`src/verilog/vci_cfg.svh`:
```
// Purpose: constants for the voiceband codec interface logic
// Assumes: word-addressed data memory bus, 16-bit data
// Notes: 14-bit addresses are data memory word addresses, 8-bit ones Avalon byte addresses
`ifndef VCI_CFG_SVH
`define VCI_CFG_SVH
`define VCI_ADDR_CTRL 14'h3FEE
`define VCI_ADDR_RX 14'h3FED
`define VCI_ADDR_TX 14'h3FEC
`define VCI_ADDR_STAT 14'h3FE0
`define VCI_ADDR_ABUF 14'h3FE1
`define VCI_ADDR_HCMD 8'h00
`define VCI_ADDR_HSTAT 8'h04
`define VCI_ADDR_HRX 8'h08
`define VCI_ADDR_HTX 8'h0C
`define VCI_ADDR_HABUF 8'h10
`define VCI_ADDR_HCNT 8'h14
`define VCI_CTRL_RESET 16'h0000
`define VCI_CTRL_MASK 16'h077D
`define VCI_BIT_GAIN_LO 0
`define VCI_BIT_AUX_SEL 8
`define VCI_BIT_GAIN_HI 9
`define VCI_BIT_OFFSET 10
`define VCI_BIT_DAC_LSB 2
`define VCI_BIT_PWR_A 5
`define VCI_BIT_PWR_B 6
`define VCI_ABUF_RX 0
`define VCI_ABUF_TX 1
`define VCI_ABUF_LEN_LSB 8
`define VCI_SYS_CLK_KHZ 250000
`define VCI_SAMPLE_KHZ 8
`define VCI_INSTR_PER_SAMPLE 3250
`endif

```
`src/verilog/vci_if.sv`:
```
// Purpose: data memory bus between processor core and codec logic
// Assumes: single clock, one access per request
// Notes: ack answers each request for one cycle
`timescale 1ns/1ps
interface vci_if;
  logic req; // Access request, level
  logic wr; // 1 write, 0 read
  logic [13:0] addr; // Data memory word address
  logic [15:0] wdata; // Write data
  logic [15:0] rdata; // Read data
  logic ack; // One-cycle completion
  logic rx_irq; // ADC receive interrupt pulse
  logic tx_irq; // DAC transmit interrupt pulse
  modport dev (input req, wr, addr, wdata, output rdata, ack, rx_irq, tx_irq);
  modport host (output req, wr, addr, wdata, input rdata, ack, rx_irq, tx_irq);
endinterface

```
`src/verilog/vci_codec_dev.sv`:
```
// Purpose: codec control, data registers, sample timing, autobuffer
// Assumes: sys_clk at 250 MHz; rates scaled to 8 kHz
// Notes: analog side reached through plain ports
// Functional notes
// - control register at 0x3FEE
// - software writes zero to unused bits
// - select primary or auxiliary ADC input
// - two-bit ADC gain at bits 9,0
// - bit 10 adds ADC offset
// - offset use requires high-pass filter enabled
// - three-bit DAC gain at bits 2-4
// - receive and transmit sample data registers
// - optional automatic block transfers
// - one sample each way per 125 us
// - two converter interrupt sources
// - receive interrupt when ADC sample ready
// - transmit interrupt when DAC ready
// - autobuffer interrupts once per block
// - both interrupts in same cycle, except when only one abuf_en bit is set
// - interrupts start when both power bits set
// - without autobuffer unmask only one interrupt
// - with autobuffer unmask both interrupts
// - registers reached as data memory addresses
// - receive register at 0x3FED
// - transmit register at 0x3FEC
`timescale 1ns/1ps
`include "vci_cfg.svh"
module vci_codec_dev #(
  parameter int SAMPLE_CYCLES =
    `VCI_SYS_CLK_KHZ / `VCI_SAMPLE_KHZ, // Sample period in clocks
  parameter int BLK_W = 8 // Block length width
) (
  input wire logic sys_clk, // Clock
  input wire logic rst, // Sync reset, high
  vci_if.dev bus, // Data memory side
  input wire logic [15:0] adc_sample, // Converted ADC word
  output logic [15:0] dac_sample, // Word to DAC modulator
  output logic dac_strobe, // DAC word taken, pulse
  output logic adc_aux_sel, // 1 auxiliary input
  output logic [1:0] adc_gain, // ADC gain code
  output logic adc_offset_en, // ADC offset on
  output logic [2:0] dac_gain, // DAC gain code
  output logic codec_power_up // Codec powered
);
  localparam int CW = $clog2(SAMPLE_CYCLES);

  typedef struct packed {
    logic [15:0] ctrl;
    logic [15:0] rx;
    logic [15:0] tx;
    logic [15:0] dac;
    logic [CW-1:0] tick;
    logic [BLK_W-1:0] rx_cnt;
    logic [BLK_W-1:0] tx_cnt;
    logic [1:0] abuf_en;
    logic [BLK_W-1:0] blk_len;
    logic rx_irq;
    logic tx_irq;
    logic strobe;
    logic [15:0] rdata;
    logic ack;
  } st_t;

  st_t s_reg;
  st_t s_next;
  logic powered;
  logic sample_evt;

  assign powered = s_reg.ctrl[`VCI_BIT_PWR_A] & s_reg.ctrl[`VCI_BIT_PWR_B];
  assign sample_evt = powered &&
    (s_reg.tick == CW'(SAMPLE_CYCLES - 1));

  // ----------------------------------------
  // Next state
  // ----------------------------------------
  always_comb begin
    s_next = s_reg;
    s_next.ack = 1'b0;
    s_next.rx_irq = 1'b0;
    s_next.tx_irq = 1'b0;
    s_next.strobe = 1'b0;
    // Free-running tick only while powered
    if (!powered) begin
      s_next.tick = '0;
    end else if (sample_evt) begin
      s_next.tick = '0;
    end else begin
      s_next.tick = s_reg.tick + CW'(1);
    end
    if (sample_evt) begin
      s_next.rx = adc_sample;
      s_next.dac = s_reg.tx;
      s_next.strobe = 1'b1;
      // Per-sample or per-block interrupts, each side set by its own abuf_en bit
      if (s_reg.abuf_en[`VCI_ABUF_RX]) begin
        if (s_reg.rx_cnt == s_reg.blk_len) begin
          s_next.rx_cnt = '0;
          s_next.rx_irq = 1'b1;
        end else begin
          s_next.rx_cnt = s_reg.rx_cnt + BLK_W'(1);
        end
      end else begin
        s_next.rx_irq = 1'b1;
      end
      if (s_reg.abuf_en[`VCI_ABUF_TX]) begin
        if (s_reg.tx_cnt == s_reg.blk_len) begin
          s_next.tx_cnt = '0;
          s_next.tx_irq = 1'b1;
        end else begin
          s_next.tx_cnt = s_reg.tx_cnt + BLK_W'(1);
        end
      end else begin
        s_next.tx_irq = 1'b1;
      end
    end
    if (!powered) begin
      s_next.rx_cnt = '0;
      s_next.tx_cnt = '0;
    end
    // Register access, answered next cycle
    if (bus.req && !s_reg.ack) begin
      s_next.ack = 1'b1;
      s_next.rdata = 16'h0000;
      unique case (bus.addr)
        `VCI_ADDR_CTRL: begin
          if (bus.wr) begin
            s_next.ctrl = bus.wdata & `VCI_CTRL_MASK;
          end else begin
            s_next.rdata = s_reg.ctrl;
          end
        end
        `VCI_ADDR_RX: begin
          if (!bus.wr) begin
            s_next.rdata = s_reg.rx;
          end
        end
        `VCI_ADDR_TX: begin
          if (bus.wr) begin
            s_next.tx = bus.wdata;
          end else begin
            s_next.rdata = s_reg.tx;
          end
        end
        `VCI_ADDR_ABUF: begin
          if (bus.wr) begin
            s_next.abuf_en = bus.wdata[1:0];
            s_next.blk_len = bus.wdata[`VCI_ABUF_LEN_LSB +: BLK_W];
            s_next.rx_cnt = '0;
            s_next.tx_cnt = '0;
          end else begin
            s_next.rdata = {bus.wdata[15:0] & 16'h0000}
              | 16'(s_reg.abuf_en)
              | (16'(s_reg.blk_len) << `VCI_ABUF_LEN_LSB);
          end
        end
        `VCI_ADDR_STAT: begin
          if (!bus.wr) begin
            s_next.rdata = 16'(s_reg.rx_cnt) | 16'(powered) << 15;
          end
        end
        default: begin
          s_next.rdata = 16'h0000; // Unmapped reads zero
        end
      endcase
    end
  end

  always_ff @(posedge sys_clk) begin
    if (rst) begin
      s_reg <= '0;
    end else begin
      s_reg <= s_next;
    end
  end

  // ----------------------------------------
  // Outputs
  // ----------------------------------------
  assign bus.rdata = s_reg.rdata;
  assign bus.ack = s_reg.ack;
  assign bus.rx_irq = s_reg.rx_irq;
  assign bus.tx_irq = s_reg.tx_irq;
  assign dac_sample = s_reg.dac;
  assign dac_strobe = s_reg.strobe;
  assign adc_aux_sel = ~s_reg.ctrl[`VCI_BIT_AUX_SEL];
  assign adc_gain = {s_reg.ctrl[`VCI_BIT_GAIN_HI],
    s_reg.ctrl[`VCI_BIT_GAIN_LO]};
  assign adc_offset_en = s_reg.ctrl[`VCI_BIT_OFFSET];
  assign dac_gain = s_reg.ctrl[`VCI_BIT_DAC_LSB +: 3];
  assign codec_power_up = powered;

endmodule // vci_codec_dev

```
`src/flat_wrapper.sv`:
```
// flat-port wrapper written by rule: the top's interface ports become plain ports
module vci_codec_dev_flat 
#(
  parameter int SAMPLE_CYCLES =
    `VCI_SYS_CLK_KHZ / `VCI_SAMPLE_KHZ,                           
  parameter int BLK_W = 8                      
)
  (sys_clk, rst, adc_sample, dac_sample, dac_strobe, adc_aux_sel, adc_gain, adc_offset_en, dac_gain, codec_power_up, bus_req, bus_wr, bus_addr, bus_wdata, bus_rdata, bus_ack, bus_rx_irq, bus_tx_irq);
  vci_if bus_i ();
  input wire logic sys_clk;
  input wire logic rst;
  input wire logic [15:0] adc_sample;
  output logic [15:0] dac_sample;
  output logic dac_strobe;
  output logic adc_aux_sel;
  output logic [1:0] adc_gain;
  output logic adc_offset_en;
  output logic [2:0] dac_gain;
  output logic codec_power_up;
  input wire logic [$bits(bus_i.req)-1:0] bus_req;
  input wire logic [$bits(bus_i.wr)-1:0] bus_wr;
  input wire logic [$bits(bus_i.addr)-1:0] bus_addr;
  input wire logic [$bits(bus_i.wdata)-1:0] bus_wdata;
  output wire logic [$bits(bus_i.rdata)-1:0] bus_rdata;
  output wire logic [$bits(bus_i.ack)-1:0] bus_ack;
  output wire logic [$bits(bus_i.rx_irq)-1:0] bus_rx_irq;
  output wire logic [$bits(bus_i.tx_irq)-1:0] bus_tx_irq;
  assign bus_i.req = bus_req;
  assign bus_i.wr = bus_wr;
  assign bus_i.addr = bus_addr;
  assign bus_i.wdata = bus_wdata;
  assign bus_rdata = bus_i.rdata;
  assign bus_ack = bus_i.ack;
  assign bus_rx_irq = bus_i.rx_irq;
  assign bus_tx_irq = bus_i.tx_irq;
  vci_codec_dev #(.SAMPLE_CYCLES(SAMPLE_CYCLES), .BLK_W(BLK_W)) u_core (.sys_clk(sys_clk), .rst(rst), .bus(bus_i), .adc_sample(adc_sample), .dac_sample(dac_sample), .dac_strobe(dac_strobe), .adc_aux_sel(adc_aux_sel), .adc_gain(adc_gain), .adc_offset_en(adc_offset_en), .dac_gain(dac_gain), .codec_power_up(codec_power_up));
endmodule
```
`config.mk`:
```
export PLATFORM = sky130hd
export DESIGN_NAME = vci_codec_dev_flat
export DESIGN_NICKNAME = d
export VERILOG_FILES = /design/src/verilog/vci_if.sv /design/src/verilog/vci_codec_dev.sv /design/src/flat_wrapper.sv
export VERILOG_INCLUDE_DIRS = /design/src /design/src/verilog
export SDC_FILE = /design/constraint.sdc
export NUM_CORES = 1
export LEC_CHECK = 0
export ABC_CLOCK_PERIOD_IN_PS = 2600
export BUFFER_PORTS_ARGS = -buffer_cell sky130_fd_sc_hd__buf_2
export CAP_MARGIN = 20
export CORE_ASPECT_RATIO = 1.25
export CORE_MARGIN = 4
export CORE_UTILIZATION = 58
export CTS_BUF_LIST = sky130_fd_sc_hd__clkbuf_8
export DETAILED_ROUTE_END_ITERATION = 12
export PLACE_DENSITY = 0.82
export SLEW_MARGIN = 0
export SYNTH_ARGS = -nofsm -noshare
export SYNTH_HDL_FRONTEND = slang
export SYNTH_SLANG_ARGS = --single-unit
```
`constraint.sdc`:
```
create_clock -name sys_clk -period 2.6 [get_ports sys_clk]
set_input_delay 0.52 -clock sys_clk [delete_from_list [all_inputs] [get_ports sys_clk]]
set_output_delay 0.52 -clock sys_clk [all_outputs]
set_load 0.03 [all_outputs]
```
== Yosys cells after proc, flatten, opt, wreduce, memory -nomap -nowiden ==
Index checks and enable logic that the tools add are counted.

* Add/subtract/negate cells: 3
* Reductions and logical operators: 8
* Bitwise logic cells: 6
* Mux-type cells: 21
* Equal/unequal tests: 8

{| class="wikitable"
|+ Operators with widths
! kind !! number
|-
| $mux W16 || 6
|-
| $pmux W16 S5 || 1
|-
| $mux W26 || 3
|-
| $eq A14 B14 Y1 const B || 5
|-
| $mux W8 || 4
|-
| $add A8 B1 Y8 const B || 2
|-
| $eq A8 B8 Y1 || 2
|-
| $or A2 B16 Y16 || 1
|-
| $or A8 B16 Y16 || 1
|-
| $add A15 B1 Y15 const B || 1
|-
| $eq A15 B15 Y1 const B || 1
|-
| $mux W11 || 1
|-
| $reduce_and A3 Y1 || 3
|-
| $mux W1 || 6
|-
| $not A1 Y1 || 3
|-
| $reduce_or A3 Y1 || 1
|-
| $logic_and A1 B1 Y1 || 2
|-
| $reduce_or A2 Y1 || 1
|-
| $and A1 B1 Y1 || 1
|-
| $logic_not A1 Y1 || 1
|}

* Word-level logic and storage cells: 60
* Register bits after elaboration: 118

== Logic depth before layout (Yosys ltp) ==
* Depth in word-level cells: 8
* Depth in mapped cells: 9
* Gate-level depth less buffers: 7

== Least setup slack after synthesis ==
OpenSTA, ideal clock, no wires.

* Path type: reg-to-reg
* Start point: register u_core.s_reg[46] in the netlist's numbering
* End point: register u_core.s_reg[104] in the netlist's numbering
* Data arrival time: 2075 ps
* Path slack: 393 ps
* Clock period less this slack: 2207 ps
* Library setup time: 132 ps
* Required time: 2468 ps
* Stages on the path, launching flop included: 9
* Cell sequence: dfxtp_1 ha_1 or4b_4 or4_4 buf_6 buf_6 clkbuf_1 nand2_1 a21oi_1

* Word-level cells in the longest chain between the ends: 2

{| class="wikitable"
|+ Ends and longest elaborated chain
! item !! RTL line !! RTL
|-
| start: declaration || vci_codec_dev.sv:64 || <nowiki>st_t s_reg;</nowiki>
|-
| start signal: assignment || vci_codec_dev.sv:172 || <nowiki>s_reg <= s_next;</nowiki>
|-
| $eq A15 B15 Y1 || vci_codec_dev.sv:71 || <nowiki>(s_reg.tick == CW'(SAMPLE_CYCLES - 1));</nowiki>
|-
| $logic_and A1 B1 Y1 || vci_codec_dev.sv:70 || <nowiki>assign sample_evt = powered &&</nowiki>
|}

No other way between the ends.
A chain may end at the register's enable or synchronous reset.

== Worst setup path in the final report ==
* Start point: register u_core.s_reg[46] in the netlist's numbering
* End point: register u_core.s_reg[36] in the netlist's numbering

* Word-level cells in the longest chain between the ends: 7

{| class="wikitable"
|+ Ends and longest elaborated chain
! item !! RTL line !! RTL
|-
| $eq A15 B15 Y1 * || vci_codec_dev.sv:71 ||
|-
| $logic_and A1 B1 Y1 * || vci_codec_dev.sv:70 ||
|-
| $mux W16 * || vci_codec_dev.sv:90 || <nowiki>if (sample_evt) begin</nowiki>
|-
| $mux W16 * || vci_codec_dev.sv:116 || <nowiki>if (!powered) begin</nowiki>
|-
| $mux W26 || vci_codec_dev.sv:145 || <nowiki>if (bus.wr) begin</nowiki>
|-
| $mux W26 || vci_codec_dev.sv:124 || <nowiki>unique case (bus.addr)</nowiki>
|-
| $mux W26 * || vci_codec_dev.sv:121 || <nowiki>if (bus.req && !s_reg.ack) begin</nowiki>
|}

Every way passes the cells marked *; elsewhere a longest branch is shown, timed or not.

==> out/results.ini <==
[final_layout]
syn2layout_area_growth_pct = 12.7
drive_gt1_share_pct = 19.9
diodes = 0
nets = 772
layout_common_cells = 151 x nand2_1, 118 x dfxtp_1, 93 x buf_2
layout_commonest_cell = nand2_1
largest_reg_flops = 76

[logic_synthesis]
synth_flop_cell = dfxtp_1
post_synth.cell_area_avg_um2 = 8.23
synth_edf_count = 0
yosysWarnings = 0
netlist_instances = 662
synth_cell_types = 49
synth_seq_cells = 118
synth_fp_nets = 716
synth_area_um2 = 5450
seq_area_frac_synth_pct = 43.3
synthArstFlopShare_pct = 0

[drt]
wl_met3_um = 1190
ant_nets = 0
route.top_layer_used = met4
dr.first_iter.drc_count = 381
wl_met1_um = 5740
vias = 5008
met2_length_um = 6890
wl_per_cell_um = 16.8
drc = 0
drt_first_pass_iters = 7
vias_per_cell = 5.88
totalWireLength_um = 14300

[setup_path]
arrival_ns = 2.72
reg2regPathDepth = 6
crit_path_start_kind = flip-flop
cp_slowest_stage_delay_ns = 0.66
path_max_fanout = 18
critPathSlowestCell = or4_4
reg2reg_to = u_core.s_reg[36]
regToRegSetupSlack_ns = 0.24
crit_required_ns = 2.96
crit_chain = ha_1 > or4b_4 > or4_4 > nor4_1 > o21ai_0 > a21oi_1
r2r-start = u_core.s_reg[46]
crit_path_end_kind = flip-flop
critPathKind = reg2reg

[power_and_ir_drop]
power_density_nw_per_um2 = 577
p_leak_nw = 2.49
finalPower_mw = 3.55
vdd_drop_max_mv = 0.414

[timing]
tightest_slew_ns = 0.678
relSlewSlack_pct = 54.8
finalSetupTns_ns = 0
max_freq_ghz = 0.423
post-route-period-util_pct = 90.8
skew_ns = 0.00779
min_period_ns = 2.36
rsz0062_at_grt = no
finalSetupViolCount = 0
hold_viol = 0
drv_slew = 0

[floorplan]
fp.dieW_um = 94.7
num_rows = 39
dieArea_um2 = 11000
initial_core_util_pct = 59.4
io_pins = 94
core-area_um2 = 9170
die_y_um = 116

[clocking]
cts_tree = done
cts_root_buf = clkbuf_8
cts_sinks = 118
ctsResizeCount = 0
post-cts-setup-buffers = 0
clk_pin_slew_ns = 0.07
cts_made_buffers = 17
htree_levels = 4
clockBufferDepth = 2
worstSkewPairLatency_ns = 0.44
holdBufCountCts = 0

[place]
gp_congestion = 0.909
io_buffer_count = 93
dp_hpwl_um = 10500

[global_route]
grt_max_degree = 69
grt_pass1_vias = 4654
grt_use_total_pct = 26.9
grt_pass1_wl_um = 22800
antenna_found_initial = 0
overflow = 0

[min_path]
whs_endpoint = u_core.s_reg[102]
whs_path_depth = 3
hold_start = adc_sample[9]
hold_path.class = in2reg

[outcome]
status = finished, final reports clean

[flow_run]
maxCapViolations = 0

## worst max path at each step
stage	endpoint	cells past startpoint	startpoint	slack (ns)
after global routing	u_core.s_reg[36]	6	u_core.s_reg[46]	0.08
after floorplan	u_core.s_reg[104]	8	u_core.s_reg[46]	0.39
after CTS	u_core.s_reg[36]	6	u_core.s_reg[46]	0.24
after detailed placement	u_core.s_reg[36]	6	u_core.s_reg[46]	0.27
after global placement	u_core.s_reg[35]	6	u_core.s_reg[46]	0.31
final	u_core.s_reg[36]	6	u_core.s_reg[46]	0.24
## cells in the mapped netlist (2+ instances only)
cell / n / area share (%)
nor2_1: 32 / 2.2
nor3_1: 5 / 0.46
a2bb2oi_1: 4 / 0.64
dfxtp_1: 118 / 43
a21oi_1: 74 / 6.8
a22oi_1: 16 / 2.2
nand4b_1: 5 / 0.80
mux2i_1: 18 / 3.3
a21o_1: 2 / 0.28
a22o_1: 7 / 1.1
xnor2_1: 5 / 0.80
xor2_1: 24 / 3.9
ha_1: 4 / 0.92
nand2b_1: 2 / 0.23
nand3_1: 20 / 1.8
a21boi_0: 2 / 0.28
a311oi_1: 2 / 0.32
nand4_1: 11 / 1.3
o21a_1: 2 / 0.28
and2_1: 4 / 0.46
a32oi_1: 4 / 0.64
inv_1: 9 / 0.62
nor3_2: 3 / 0.55
o21ai_0: 17 / 1.6
or4b_4: 2 / 0.51
o22ai_1: 4 / 0.46
clkbuf_1: 30 / 2.1
buf_2: 3 / 0.28
a31oi_1: 6 / 0.69
nor4_1: 7 / 0.80
and4_1: 5 / 0.80
nor4b_1: 2 / 0.32
and3_1: 10 / 1.1
nand2_1: 151 / 10
buf_6: 2 / 0.41
buf_4: 37 / 5.1
## cell families after synthesis
logic type | Yosys count | synth area share, %
fa+ha+maj | 4 | 0.918
simple gates | 267 | 23.3
mux | 19 | 3.51
xor+xnor | 29 | 4.66
buf+inv | 82 | 8.54
flops | 118 | 43.3
compound gates | 143 | 15.7
## report_power, final
part	leakage [nW]	total (mW)	internal, mW	switching, mW
Combinational	1.34	0.105	0.0418	0.0631
Clock	0.197	1.63	0.916	0.716
Sequential	0.950	1.81	1.81	0.000781
## stage by stage
stage                     instances  setup slack, ns  instance area [µm²]  utilization (%)  hold slack, ns
after CTS                       851            0.244                 6140             66.9           0.295
after floorplan                 662            0.393                 5450                -           0.426
after global routing            852           0.0774                 6140             67.0           0.289
after global placement          821            0.315                 5760             62.8           0.436
final                           852            0.239                 6140             67.0           0.312
after detailed placement        821            0.274                 5760             62.8           0.443
## layer usage
layer  vias to the layer above  GRT usage [%]
met2                       221           43.3
met3                        34           7.22
met1                      2371           33.5
li1                       2382              -
met4                         0           12.6
met5                         -              0
## worst max-delay path, delay by kind of cell, from the launching register on
family	cells	cell delay (ns)
AND/OR/NAND/NOR	3	1.46
AO/OA/AOI/OAI	2	0.26
flip-flops	1	0.40
adder cells (fa/ha/maj)	1	0.16
## area by class of cell
type	instances	area (µm²)
fillers	828	3030
multi-input cells	462	2620
flip-flops and latches	118	2360
repair buffers	110	593
clock buffers	17	234
well taps	123	154
clock inverters	13	144
inverters	9	33.8
No activity file was read; power rests on OpenSTA's default activity.
